[src/design/dlfs_pkg.sv]
// constants for the dual-channel fault status bank
// Behaviour
// - low-switch overcurrent sets bits 7 and 3
// - high-switch overcurrent sets bits 6 and 2
// - output short below 2.45 V, bits 5/1
// - loop node above 3.2 V, bits 4/0
// - bootstrap low bits 4/1; bits 7-6 zero
// - thermal protect bits 5/2; restart when cleared
// - max duty flag bits 3 and 0
// - standalone bit 7, cleared only by command
// - analog rail low sets bit 6
// - two-bit watchdog expiry count in bits 5-4
// - count at three enters fallback operation
// - thermal warning flag in bit 3
// - power-cycle flag bit 2, resets to one
// - channels refused while power-cycle flag set
// - summary bits OR channel faults, no warning
// - read clears set bits whose cause ended
// - clear at end of response transfer
// - first status register at address 0x03
package dlfs_pkg;
    localparam logic [7:0] DLFS_ADDR_CURRENT = 8'h03;
    localparam logic [7:0] DLFS_ADDR_SUPPLY  = 8'h04;
    localparam logic [7:0] DLFS_ADDR_SYSTEM  = 8'h05;
    localparam logic [7:0] DLFS_RD_UNMAPPED  = 8'h00;

    // current register bit positions
    localparam int DLFS_B_CH2_LOW_OC  = 7;
    localparam int DLFS_B_CH2_HIGH_OC = 6;
    localparam int DLFS_B_CH2_SHORT   = 5;
    localparam int DLFS_B_CH2_LOOP_OV = 4;
    localparam int DLFS_B_CH1_LOW_OC  = 3;
    localparam int DLFS_B_CH1_HIGH_OC = 2;
    localparam int DLFS_B_CH1_SHORT   = 1;
    localparam int DLFS_B_CH1_LOOP_OV = 0;

    // supply register bit positions
    localparam int DLFS_B_CH2_THERM   = 5;
    localparam int DLFS_B_CH2_BOOT    = 4;
    localparam int DLFS_B_CH2_MAXDUTY = 3;
    localparam int DLFS_B_CH1_THERM   = 2;
    localparam int DLFS_B_CH1_BOOT    = 1;
    localparam int DLFS_B_CH1_MAXDUTY = 0;

    // system register bit positions
    localparam int DLFS_B_STANDALONE = 7;
    localparam int DLFS_B_RAIL_LOW   = 6;
    localparam int DLFS_B_WDOG_HI    = 5;
    localparam int DLFS_B_WDOG_LO    = 4;
    localparam int DLFS_B_THERM_WARN = 3;
    localparam int DLFS_B_POWER_CYC  = 2;
    localparam int DLFS_B_CH2_SUM    = 1;
    localparam int DLFS_B_CH1_SUM    = 0;

    // widths of flag groups
    localparam int DLFS_CUR_W  = 8;
    localparam int DLFS_SUP_W  = 6;
    localparam int DLFS_MISC_W = 2;

    // reset values and expiry count limit
    localparam logic [7:0] DLFS_RST_CURRENT    = 8'h00;
    localparam logic [5:0] DLFS_RST_SUPPLY     = 6'h00;
    localparam logic [1:0] DLFS_RST_MISC       = 2'h0;
    localparam logic [1:0] DLFS_RST_WDOG       = 2'h0;
    localparam logic [1:0] DLFS_WDOG_MAX       = 2'h3;
    localparam logic       DLFS_RST_POWER_CYC  = 1'b1;
    localparam logic       DLFS_RST_STANDALONE = 1'b0;

    // misc flag indices
    localparam int DLFS_M_RAIL = 0;
    localparam int DLFS_M_WARN = 1;
endpackage

[src/design/dlfs_status_bank.sv]
// fault and warning status bank for a dual-channel led driver
`timescale 1ns/1ps
module dlfs_status_bank
    import dlfs_pkg::*;
(
    // clock and reset
    input  wire logic       ref_clk_i,
    input  wire logic       rst_n_i,
    // comparator causes, asynchronous
    input  wire logic       ch2_low_switch_overcurrent_i,
    input  wire logic       ch2_high_switch_overcurrent_i,
    input  wire logic       ch2_output_shorted_i,
    input  wire logic       ch2_loop_node_overvoltage_i,
    input  wire logic       ch1_low_switch_overcurrent_i,
    input  wire logic       ch1_high_switch_overcurrent_i,
    input  wire logic       ch1_output_shorted_i,
    input  wire logic       ch1_loop_node_overvoltage_i,
    input  wire logic       ch2_thermal_protect_i,
    input  wire logic       ch2_bootstrap_low_i,
    input  wire logic       ch2_max_duty_flag_i,
    input  wire logic       ch1_thermal_protect_i,
    input  wire logic       ch1_bootstrap_low_i,
    input  wire logic       ch1_max_duty_flag_i,
    input  wire logic       analog_rail_low_i,
    input  wire logic       thermal_warning_flag_i,
    // supervisor events, same clock
    input  wire logic       watchdog_expiry_i,
    input  wire logic       standalone_enter_i,
    input  wire logic       standalone_clear_i,
    // serial host read port
    input  wire logic       rd_cmd_i,
    input  wire logic [7:0] rd_addr_i,
    input  wire logic       rd_resp_done_i,
    output logic      [7:0] rd_data_o,
    // channel control
    input  wire logic [1:0] ch_enable_req_i,
    output logic      [1:0] ch_enable_o,
    output logic            fallback_operation_o,
    output logic      [1:0] fault_summary_o
);
    logic [DLFS_CUR_W-1:0]  cur_async;
    logic [DLFS_CUR_W-1:0]  cur_cause;
    logic [DLFS_CUR_W-1:0]  cur_flag;
    logic [DLFS_SUP_W-1:0]  sup_async;
    logic [DLFS_SUP_W-1:0]  sup_cause;
    logic [DLFS_SUP_W-1:0]  sup_flag;
    logic [DLFS_MISC_W-1:0] misc_async;
    logic [DLFS_MISC_W-1:0] misc_cause;
    logic [DLFS_MISC_W-1:0] misc_flag;
    logic [7:0]             rd_addr_ff;
    logic [7:0]             rd_data_ff;
    logic [1:0]             watchdog_count_ff;
    logic                   power_cycle_ff;
    logic                   standalone_ff;
    logic                   clr_cur;
    logic                   clr_sup;
    logic                   clr_sys;
    logic                   ch1_fault;
    logic                   ch2_fault;
    logic [7:0]             sys_byte;
    // next values of the supervisor and read-path registers
    logic [1:0]             nxt_watchdog_count;
    logic                   nxt_power_cycle;
    logic                   nxt_standalone;
    logic [7:0]             nxt_rd_addr;
    logic [7:0]             nxt_rd_data;

    // causes packed at their register positions
    always_comb begin
        cur_async                     = '0;
        cur_async[DLFS_B_CH2_LOW_OC]  = ch2_low_switch_overcurrent_i;
        cur_async[DLFS_B_CH1_LOW_OC]  = ch1_low_switch_overcurrent_i;
        cur_async[DLFS_B_CH2_HIGH_OC] = ch2_high_switch_overcurrent_i;
        cur_async[DLFS_B_CH1_HIGH_OC] = ch1_high_switch_overcurrent_i;
        cur_async[DLFS_B_CH2_SHORT]   = ch2_output_shorted_i;
        cur_async[DLFS_B_CH1_SHORT]   = ch1_output_shorted_i;
        cur_async[DLFS_B_CH2_LOOP_OV] = ch2_loop_node_overvoltage_i;
        cur_async[DLFS_B_CH1_LOOP_OV] = ch1_loop_node_overvoltage_i;
    end

    always_comb begin
        sup_async                     = '0;
        sup_async[DLFS_B_CH2_BOOT]    = ch2_bootstrap_low_i;
        sup_async[DLFS_B_CH1_BOOT]    = ch1_bootstrap_low_i;
        sup_async[DLFS_B_CH2_THERM]   = ch2_thermal_protect_i;
        sup_async[DLFS_B_CH1_THERM]   = ch1_thermal_protect_i;
        sup_async[DLFS_B_CH2_MAXDUTY] = ch2_max_duty_flag_i;
        sup_async[DLFS_B_CH1_MAXDUTY] = ch1_max_duty_flag_i;
    end

    always_comb begin
        misc_async              = '0;
        misc_async[DLFS_M_RAIL] = analog_rail_low_i;
        misc_async[DLFS_M_WARN] = thermal_warning_flag_i;
    end

    dlfs_sync #(.WIDTH(DLFS_CUR_W)) u_sync_cur (
        .ref_clk_i (ref_clk_i),
        .rst_n_i   (rst_n_i),
        .async_i   (cur_async),
        .sync_o    (cur_cause)
    );

    dlfs_sync #(.WIDTH(DLFS_SUP_W)) u_sync_sup (
        .ref_clk_i (ref_clk_i),
        .rst_n_i   (rst_n_i),
        .async_i   (sup_async),
        .sync_o    (sup_cause)
    );

    dlfs_sync #(.WIDTH(DLFS_MISC_W)) u_sync_misc (
        .ref_clk_i (ref_clk_i),
        .rst_n_i   (rst_n_i),
        .async_i   (misc_async),
        .sync_o    (misc_cause)
    );

    // clear waits for the response transfer, not the command transfer
    assign clr_cur = rd_resp_done_i && (rd_addr_ff == DLFS_ADDR_CURRENT);
    assign clr_sup = rd_resp_done_i && (rd_addr_ff == DLFS_ADDR_SUPPLY);
    assign clr_sys = rd_resp_done_i && (rd_addr_ff == DLFS_ADDR_SYSTEM);

    dlfs_rc_bits #(.WIDTH(DLFS_CUR_W), .RST(DLFS_RST_CURRENT)) u_rc_cur (
        .ref_clk_i (ref_clk_i),
        .rst_n_i   (rst_n_i),
        .cause_i   (cur_cause),
        .clear_i   (clr_cur),
        .flag_o    (cur_flag)
    );

    dlfs_rc_bits #(.WIDTH(DLFS_SUP_W), .RST(DLFS_RST_SUPPLY)) u_rc_sup (
        .ref_clk_i (ref_clk_i),
        .rst_n_i   (rst_n_i),
        .cause_i   (sup_cause),
        .clear_i   (clr_sup),
        .flag_o    (sup_flag)
    );

    dlfs_rc_bits #(.WIDTH(DLFS_MISC_W), .RST(DLFS_RST_MISC)) u_rc_misc (
        .ref_clk_i (ref_clk_i),
        .rst_n_i   (rst_n_i),
        .cause_i   (misc_cause),
        .clear_i   (clr_sys),
        .flag_o    (misc_flag)
    );

    // expiry count: a new expiry wins over the read clear
    always_comb begin
        nxt_watchdog_count = watchdog_count_ff;
        if (watchdog_expiry_i) begin
            // a fourth expiry must not wrap back to normal operation
            if (watchdog_count_ff != DLFS_WDOG_MAX) begin
                nxt_watchdog_count = watchdog_count_ff + 2'h1;
            end
        end else if (clr_sys) begin
            nxt_watchdog_count = DLFS_RST_WDOG;
        end
    end

    always_ff @(posedge ref_clk_i or negedge rst_n_i) begin
        if (!rst_n_i) begin
            watchdog_count_ff <= DLFS_RST_WDOG;
        end else begin
            watchdog_count_ff <= nxt_watchdog_count;
        end
    end

    // fallback stays until the count is cleared by a read
    assign fallback_operation_o = (watchdog_count_ff == DLFS_WDOG_MAX);

    // power-cycle flag has no live cause once out of reset
    always_comb begin
        nxt_power_cycle = power_cycle_ff;
        if (clr_sys) begin
            nxt_power_cycle = 1'b0;
        end
    end

    always_ff @(posedge ref_clk_i or negedge rst_n_i) begin
        if (!rst_n_i) begin
            power_cycle_ff <= DLFS_RST_POWER_CYC;
        end else begin
            power_cycle_ff <= nxt_power_cycle;
        end
    end

    // plain read-only bit, untouched by reads; enter wins over clear
    always_comb begin
        nxt_standalone = standalone_ff;
        if (standalone_enter_i) begin
            nxt_standalone = 1'b1;
        end else if (standalone_clear_i) begin
            nxt_standalone = 1'b0;
        end
    end

    always_ff @(posedge ref_clk_i or negedge rst_n_i) begin
        if (!rst_n_i) begin
            standalone_ff <= DLFS_RST_STANDALONE;
        end else begin
            standalone_ff <= nxt_standalone;
        end
    end

    // thermal warning and max duty are not faults
    assign ch1_fault = cur_flag[DLFS_B_CH1_LOW_OC] | cur_flag[DLFS_B_CH1_HIGH_OC]
                     | cur_flag[DLFS_B_CH1_SHORT]  | cur_flag[DLFS_B_CH1_LOOP_OV]
                     | sup_flag[DLFS_B_CH1_THERM]  | sup_flag[DLFS_B_CH1_BOOT];
    assign ch2_fault = cur_flag[DLFS_B_CH2_LOW_OC] | cur_flag[DLFS_B_CH2_HIGH_OC]
                     | cur_flag[DLFS_B_CH2_SHORT]  | cur_flag[DLFS_B_CH2_LOOP_OV]
                     | sup_flag[DLFS_B_CH2_THERM]  | sup_flag[DLFS_B_CH2_BOOT];
    assign fault_summary_o = {ch2_fault, ch1_fault};

    always_comb begin
        sys_byte                    = '0;
        sys_byte[DLFS_B_STANDALONE] = standalone_ff;
        sys_byte[DLFS_B_RAIL_LOW]   = misc_flag[DLFS_M_RAIL];
        sys_byte[DLFS_B_WDOG_HI]    = watchdog_count_ff[1];
        sys_byte[DLFS_B_WDOG_LO]    = watchdog_count_ff[0];
        sys_byte[DLFS_B_THERM_WARN] = misc_flag[DLFS_M_WARN];
        sys_byte[DLFS_B_POWER_CYC]  = power_cycle_ff;
        sys_byte[DLFS_B_CH2_SUM]    = ch2_fault;
        sys_byte[DLFS_B_CH1_SUM]    = ch1_fault;
    end

    // read snapshot taken at the command; address kept for the later clear
    always_comb begin
        nxt_rd_addr = rd_addr_ff;
        nxt_rd_data = rd_data_ff;
        if (rd_cmd_i) begin
            nxt_rd_addr = rd_addr_i;
            case (rd_addr_i)
                DLFS_ADDR_CURRENT: nxt_rd_data = cur_flag;
                DLFS_ADDR_SUPPLY:  nxt_rd_data = {2'h0, sup_flag};
                DLFS_ADDR_SYSTEM:  nxt_rd_data = sys_byte;
                default:           nxt_rd_data = DLFS_RD_UNMAPPED;
            endcase
        end
    end

    always_ff @(posedge ref_clk_i or negedge rst_n_i) begin
        if (!rst_n_i) begin
            rd_addr_ff <= DLFS_RD_UNMAPPED;
            rd_data_ff <= DLFS_RD_UNMAPPED;
        end else begin
            rd_addr_ff <= nxt_rd_addr;
            rd_data_ff <= nxt_rd_data;
        end
    end

    assign rd_data_o = rd_data_ff;

    // a protected channel restarts only after its flag is read clear
    assign ch_enable_o[0] = ch_enable_req_i[0] & ~power_cycle_ff
                          & ~sup_flag[DLFS_B_CH1_THERM];
    assign ch_enable_o[1] = ch_enable_req_i[1] & ~power_cycle_ff
                          & ~sup_flag[DLFS_B_CH2_THERM];
endmodule

[src/design/dlfs_sync.sv]
// two-stage synchroniser for asynchronous condition inputs
`timescale 1ns/1ps
module dlfs_sync #(
    parameter int WIDTH = 1
) (
    // clock and reset
    input  wire logic             ref_clk_i,
    input  wire logic             rst_n_i,
    // data
    input  wire logic [WIDTH-1:0] async_i,
    output logic      [WIDTH-1:0] sync_o
);
    logic [WIDTH-1:0] meta_ff;
    logic [WIDTH-1:0] sync_ff;

    genvar gi;
    generate
        for (gi = 0; gi < WIDTH; gi++) begin : g_bit
            always_ff @(posedge ref_clk_i or negedge rst_n_i) begin
                if (!rst_n_i) begin
                    meta_ff[gi] <= 1'b0;
                    sync_ff[gi] <= 1'b0;
                end else begin
                    meta_ff[gi] <= async_i[gi];
                    sync_ff[gi] <= meta_ff[gi];
                end
            end
        end
    endgenerate

    assign sync_o = sync_ff;
endmodule

[src/design/dlfs_rc_bits.sv]
// group of read-to-clear status bits with live cause inputs
`timescale 1ns/1ps
module dlfs_rc_bits #(
    parameter int               WIDTH = 1,
    parameter logic [WIDTH-1:0] RST   = '0
) (
    // clock and reset
    input  wire logic             ref_clk_i,
    input  wire logic             rst_n_i,
    // cause and clear
    input  wire logic [WIDTH-1:0] cause_i,
    input  wire logic             clear_i,
    output logic      [WIDTH-1:0] flag_o
);
    logic [WIDTH-1:0] flag_ff;

    genvar gi;
    generate
        for (gi = 0; gi < WIDTH; gi++) begin : g_bit
            logic nxt_flag;
            // a live cause wins over the clear, so no event is lost
            assign nxt_flag = cause_i[gi] | (flag_ff[gi] & ~clear_i);
            always_ff @(posedge ref_clk_i or negedge rst_n_i) begin
                if (!rst_n_i) begin
                    flag_ff[gi] <= RST[gi];
                end else begin
                    flag_ff[gi] <= nxt_flag;
                end
            end
        end
    endgenerate

    assign flag_o = flag_ff;
endmodule

[config.mk]
export PLATFORM = sky130hd
export DESIGN_NAME = dlfs_status_bank
export DESIGN_NICKNAME = d
export VERILOG_FILES = /design/src/design/dlfs_pkg.sv /design/src/design/dlfs_status_bank.sv /design/src/design/dlfs_sync.sv /design/src/design/dlfs_rc_bits.sv
export SDC_FILE = /design/constraint.sdc
export NUM_CORES = 1
export LEC_CHECK = 0
export ABC_AREA = 0
export BUFFER_PORTS_ARGS = -buffer_cell sky130_fd_sc_hd__buf_2
export CELL_PAD_IN_SITES_DETAIL_PLACEMENT = 0
export CELL_PAD_IN_SITES_GLOBAL_PLACEMENT = 2
export CORE_UTILIZATION = 30
export CTS_BUF_LIST = sky130_fd_sc_hd__clkbuf_4
export DETAILED_ROUTE_END_ITERATION = 7
export PLACE_DENSITY = 0.75
export SLEW_MARGIN = 30
export SYNTH_ARGS = -nofsm -noshare
export SYNTH_HDL_FRONTEND = slang
export SYNTH_SLANG_ARGS = --single-unit
export TNS_END_PERCENT = 50
[constraint.sdc]
create_clock -name ref_clk_i -period 3.4 [get_ports ref_clk_i]
set_input_delay 0.17 -clock ref_clk_i [delete_from_list [all_inputs] [get_ports ref_clk_i]]
set_output_delay 0.17 -clock ref_clk_i [all_outputs]
set_load 0.005 [all_outputs]
==> impl_metrics.yaml <==
run_status:
  status: "complete, no violations"
sta:
  fmax_mhz: 573
  setup_violations: 0
  tightest_slew_ns: 0.615
  skew_ns: 0.0129
  period_needed_ns: 1.75
  setup_tns_ns: 0
  rsz0062_at_grt: "no"
  slew_violations: 0
  hold_violations: 0
  fin_crit_sh_pct: 51.4
  maxSlewHeadroom_pct: 59.0
global_route:
  grt_pass1_wl_um: 8000
  grt_usage_pct: 12.7
  grt_antenna_before_repair: 0
  overflow: 0
  grt_pass1_vias: 1598
  grt_start_max_net_pins: 44
finish:
  multi_input_area_sq_um: 664
  fillers: 776
  seq_area_sq_mm: 0.00170
  synthToLayoutAreaGrowth_pct: 26.9
  finalCoreUtilization_pct: 39.6
  drive_gt1_share_pct: 32.4
  final_net_count: 270
  diodes: 0
floorplan:
  start_util_pct: 31.2
  die_h_um: 92.1
  die_w_um: 92.1
  ios: 46
  num_rows: 32
  die_area_sq_mm: 0.00848
  core-area_sq_mm: 0.00781
drt:
  routed_via_density: 4.49
  drc: 0
  dr.pass1.iters: 4
  wl_um: 4810
  drtIter0Drc: 54
  num_vias: 1541
  wire_per_inst_um: 14.0
  ant_nets: 0
yosys:
  synth_warnings: 0
  yosysSeqAreaShare_pct: 69.9
  synth_nets: 200
  synthCells: 166
  syn-cell-area_sq_mm: 0.00243
  ys_seq_elements: 68
  yosysUniqueCellTypes: 33
  avgSynthCellArea_sq_um: 14.7
run:
  maxCapViolCount: 0
power:
  p_sw_uw: 369
  pwr-share-seq_pct: 57.6
  internal_power_mw: 1.16
  pwr-share-clk_pct: 32.4
  p_per_area_mw_per_mm2: 496
  power.leakage_nw: 1.34
  share_comb_of_total_power_pct: 10.0
  peakVddDrop_uv: 205
  switching_share_pct: 24.1
worst_hold_path:
  hp-class: "input pin to flop"
  holdCritStartpoint: "rd_addr_i[7]"
cts:
  holdBufCountCts: 20
  cts_sinks: 68
  clock-root-buffer: "clkbuf_4"
  cts_tree: "yes"
  cts_resized: 0
  clk-insertion-delay-late_ns: 0.39
  postCtsSetupBuffers: 0
  clk_pin_slew_ns: 0.11
  cts_buffer_depth: 2
  cts_made_buffers: 9
  htreeDepth: 3
setup_path:
  end_kind: "primary output"
  crit_type: "flop to primary output"
  startpoint: "u_rc_sup.flag_o[5]"
  worstPathArrival_ns: 1.58
  path_max_fanout: 4
  required_ns: 3.23
  r2r_start: "rd_addr_ff[3]"
  start_kind: "flop"
placement:
  port_buffers: 45
  gp_congestion: 0.719
  dpl.hpwl_um: 3280
## cells in the final DEF, fill, tap and decap left out, types with 2 or more instances in the layout
cell | synthesis | routed
clkinv_1 | 0 | 2
clkbuf_4 | 0 | 10
inv_1 | 8 | 8
clkinv_2 | 0 | 2
nor3b_1 | 2 | 2
buf_2 | 3 | 45
nand2_1 | 3 | 3
a21o_1 | 17 | 17
dfrtp_1 | 67 | 67
a21boi_0 | 2 | 2
nor2b_1 | 7 | 7
nor2_1 | 4 | 4
mux2_2 | 12 | 12
o22ai_1 | 6 | 6
a22oi_1 | 8 | 8
nand2b_1 | 3 | 3
nor4_1 | 2 | 2
dlygate4sd3_1 | 0 | 20
a311o_1 | 2 | 2
## cells by family (layout without fill, tap and decap cells)
family	Yosys count	after routing	synth area share, %
buffers and inverters	15	90	2.77
DFF	68	68	69.9
adders and majority gates	1	1	0.514
xor gates and xnor gates	1	1	0.360
muxes	13	13	5.96
AOI/OAI and AO/OA	38	38	11.8
and+or+nand+nor	30	30	8.63
## sequential cells by signal, indices dropped and copies added, names as in the netlist
name                 flops
u_sync_cur.meta_ff       8
rd_data_o                8
standalone_ff            1
u_rc_sup.flag_o          6
watchdog_count_ff        2
u_sync_sup.meta_ff       6
u_sync_misc.sync_o       2
u_rc_misc.flag_o         2
rd_addr_ff               8
power_cycle_ff           1
u_sync_cur.sync_o        8
u_sync_misc.meta_ff      2
u_sync_sup.sync_o        6
u_rc_cur.flag_o          8
## critical path: stages, from the launching register on
cell     delay [ns]
dfrtp_1        0.42
nor4_1         0.50
nand2_1        0.11
buf_2          0.16
## final cells by class
| type | instances | share of cell area (%) |
|---|---|---|
| inverter | 8 | 0.972 |
| clock inverter | 6 | 1.82 |
| multi-input combinational | 83 | 21.5 |
| timing repair buffer | 66 | 14.0 |
| clock buffer | 10 | 2.43 |
| sequential | 68 | 55.1 |
| tap | 102 | 4.13 |
## Yosys cell counts
library cell	number	share of area [%]
buf_2	3	0.62
o211ai_2	1	0.51
nand4b_2	1	0.62
nand2b_1	3	0.77
nor4_1	2	0.51
and3_1	1	0.26
a311o_1	2	0.82
a21o_1	17	5.2
dfstp_2	1	1.1
mux2i_1	1	0.41
dfrtp_1	67	69
ha_1	1	0.51
nor3b_1	2	0.62
and2_1	1	0.26
a22oi_1	8	2.5
nand4_1	1	0.26
and3b_1	1	0.36
a31oi_1	1	0.26
clkbuf_1	2	0.31
nor2_1	4	0.62
inv_1	8	1.2
a21boi_0	2	0.62
nor4_2	1	0.51
nor4_4	1	0.87
nand3_1	1	0.21
xnor2_1	1	0.36
nand4_2	1	0.51
nor2b_1	7	1.8
a41oi_1	1	0.36
o22ai_1	6	1.5
mux2_2	12	5.5
nand2_1	3	0.46
buf_4	2	0.62
## metrics by stage
step                      setup WS [ns]  hold WS, ns  std cells  total power, mW  area (sq um)
after floorplan                    2.12       -0.126        166            0.972          2430
after global placement             1.95        0.220        307             1.03          2760
after detailed placement           1.91        0.233        307             1.04          2760
after CTS                          1.60      0.00458        343             1.56          3090
after global routing               1.47       0.0137        343             1.62          3090
final                              1.65       0.0366        343             1.53          3090
## path summary, 6_finish.rpt
| path | endpoint | slack, ns | depth (start not counted) |
|---|---|---|---|
| max | fault_summary_o[1] | 1.65 | 3 |
| min | rd_addr_ff[7] | 0.04 | 2 |
| max reg2reg | u_rc_cur.flag_o[3] | 1.92 | 3 |
| min reg2reg | u_sync_sup.sync_o[2] | 0.34 | 0 |
| max in group asynchronous | power_cycle_ff | 2.11 | 3 |
| min in group asynchronous | u_sync_sup.meta_ff[5] | 0.31 | 2 |
## per-layer routing
metal	GRT usage (%)	wire length, um
met5	0	0
met4	6.12	100
met3	3.23	206
met2	19.2	2210
met1	17.1	2300
## power groups by stage
stage	logic [mW]	registers [mW]	clock network [mW]
after floorplan	0.0833	0.889	0
after detailed placement	0.138	0.898	0
final	0.153	0.882	0.496
after global placement	0.136	0.897	0
after global routing	0.171	0.887	0.561
after CTS	0.156	0.882	0.521
Note: power is estimated with default switching activity, not from simulation.
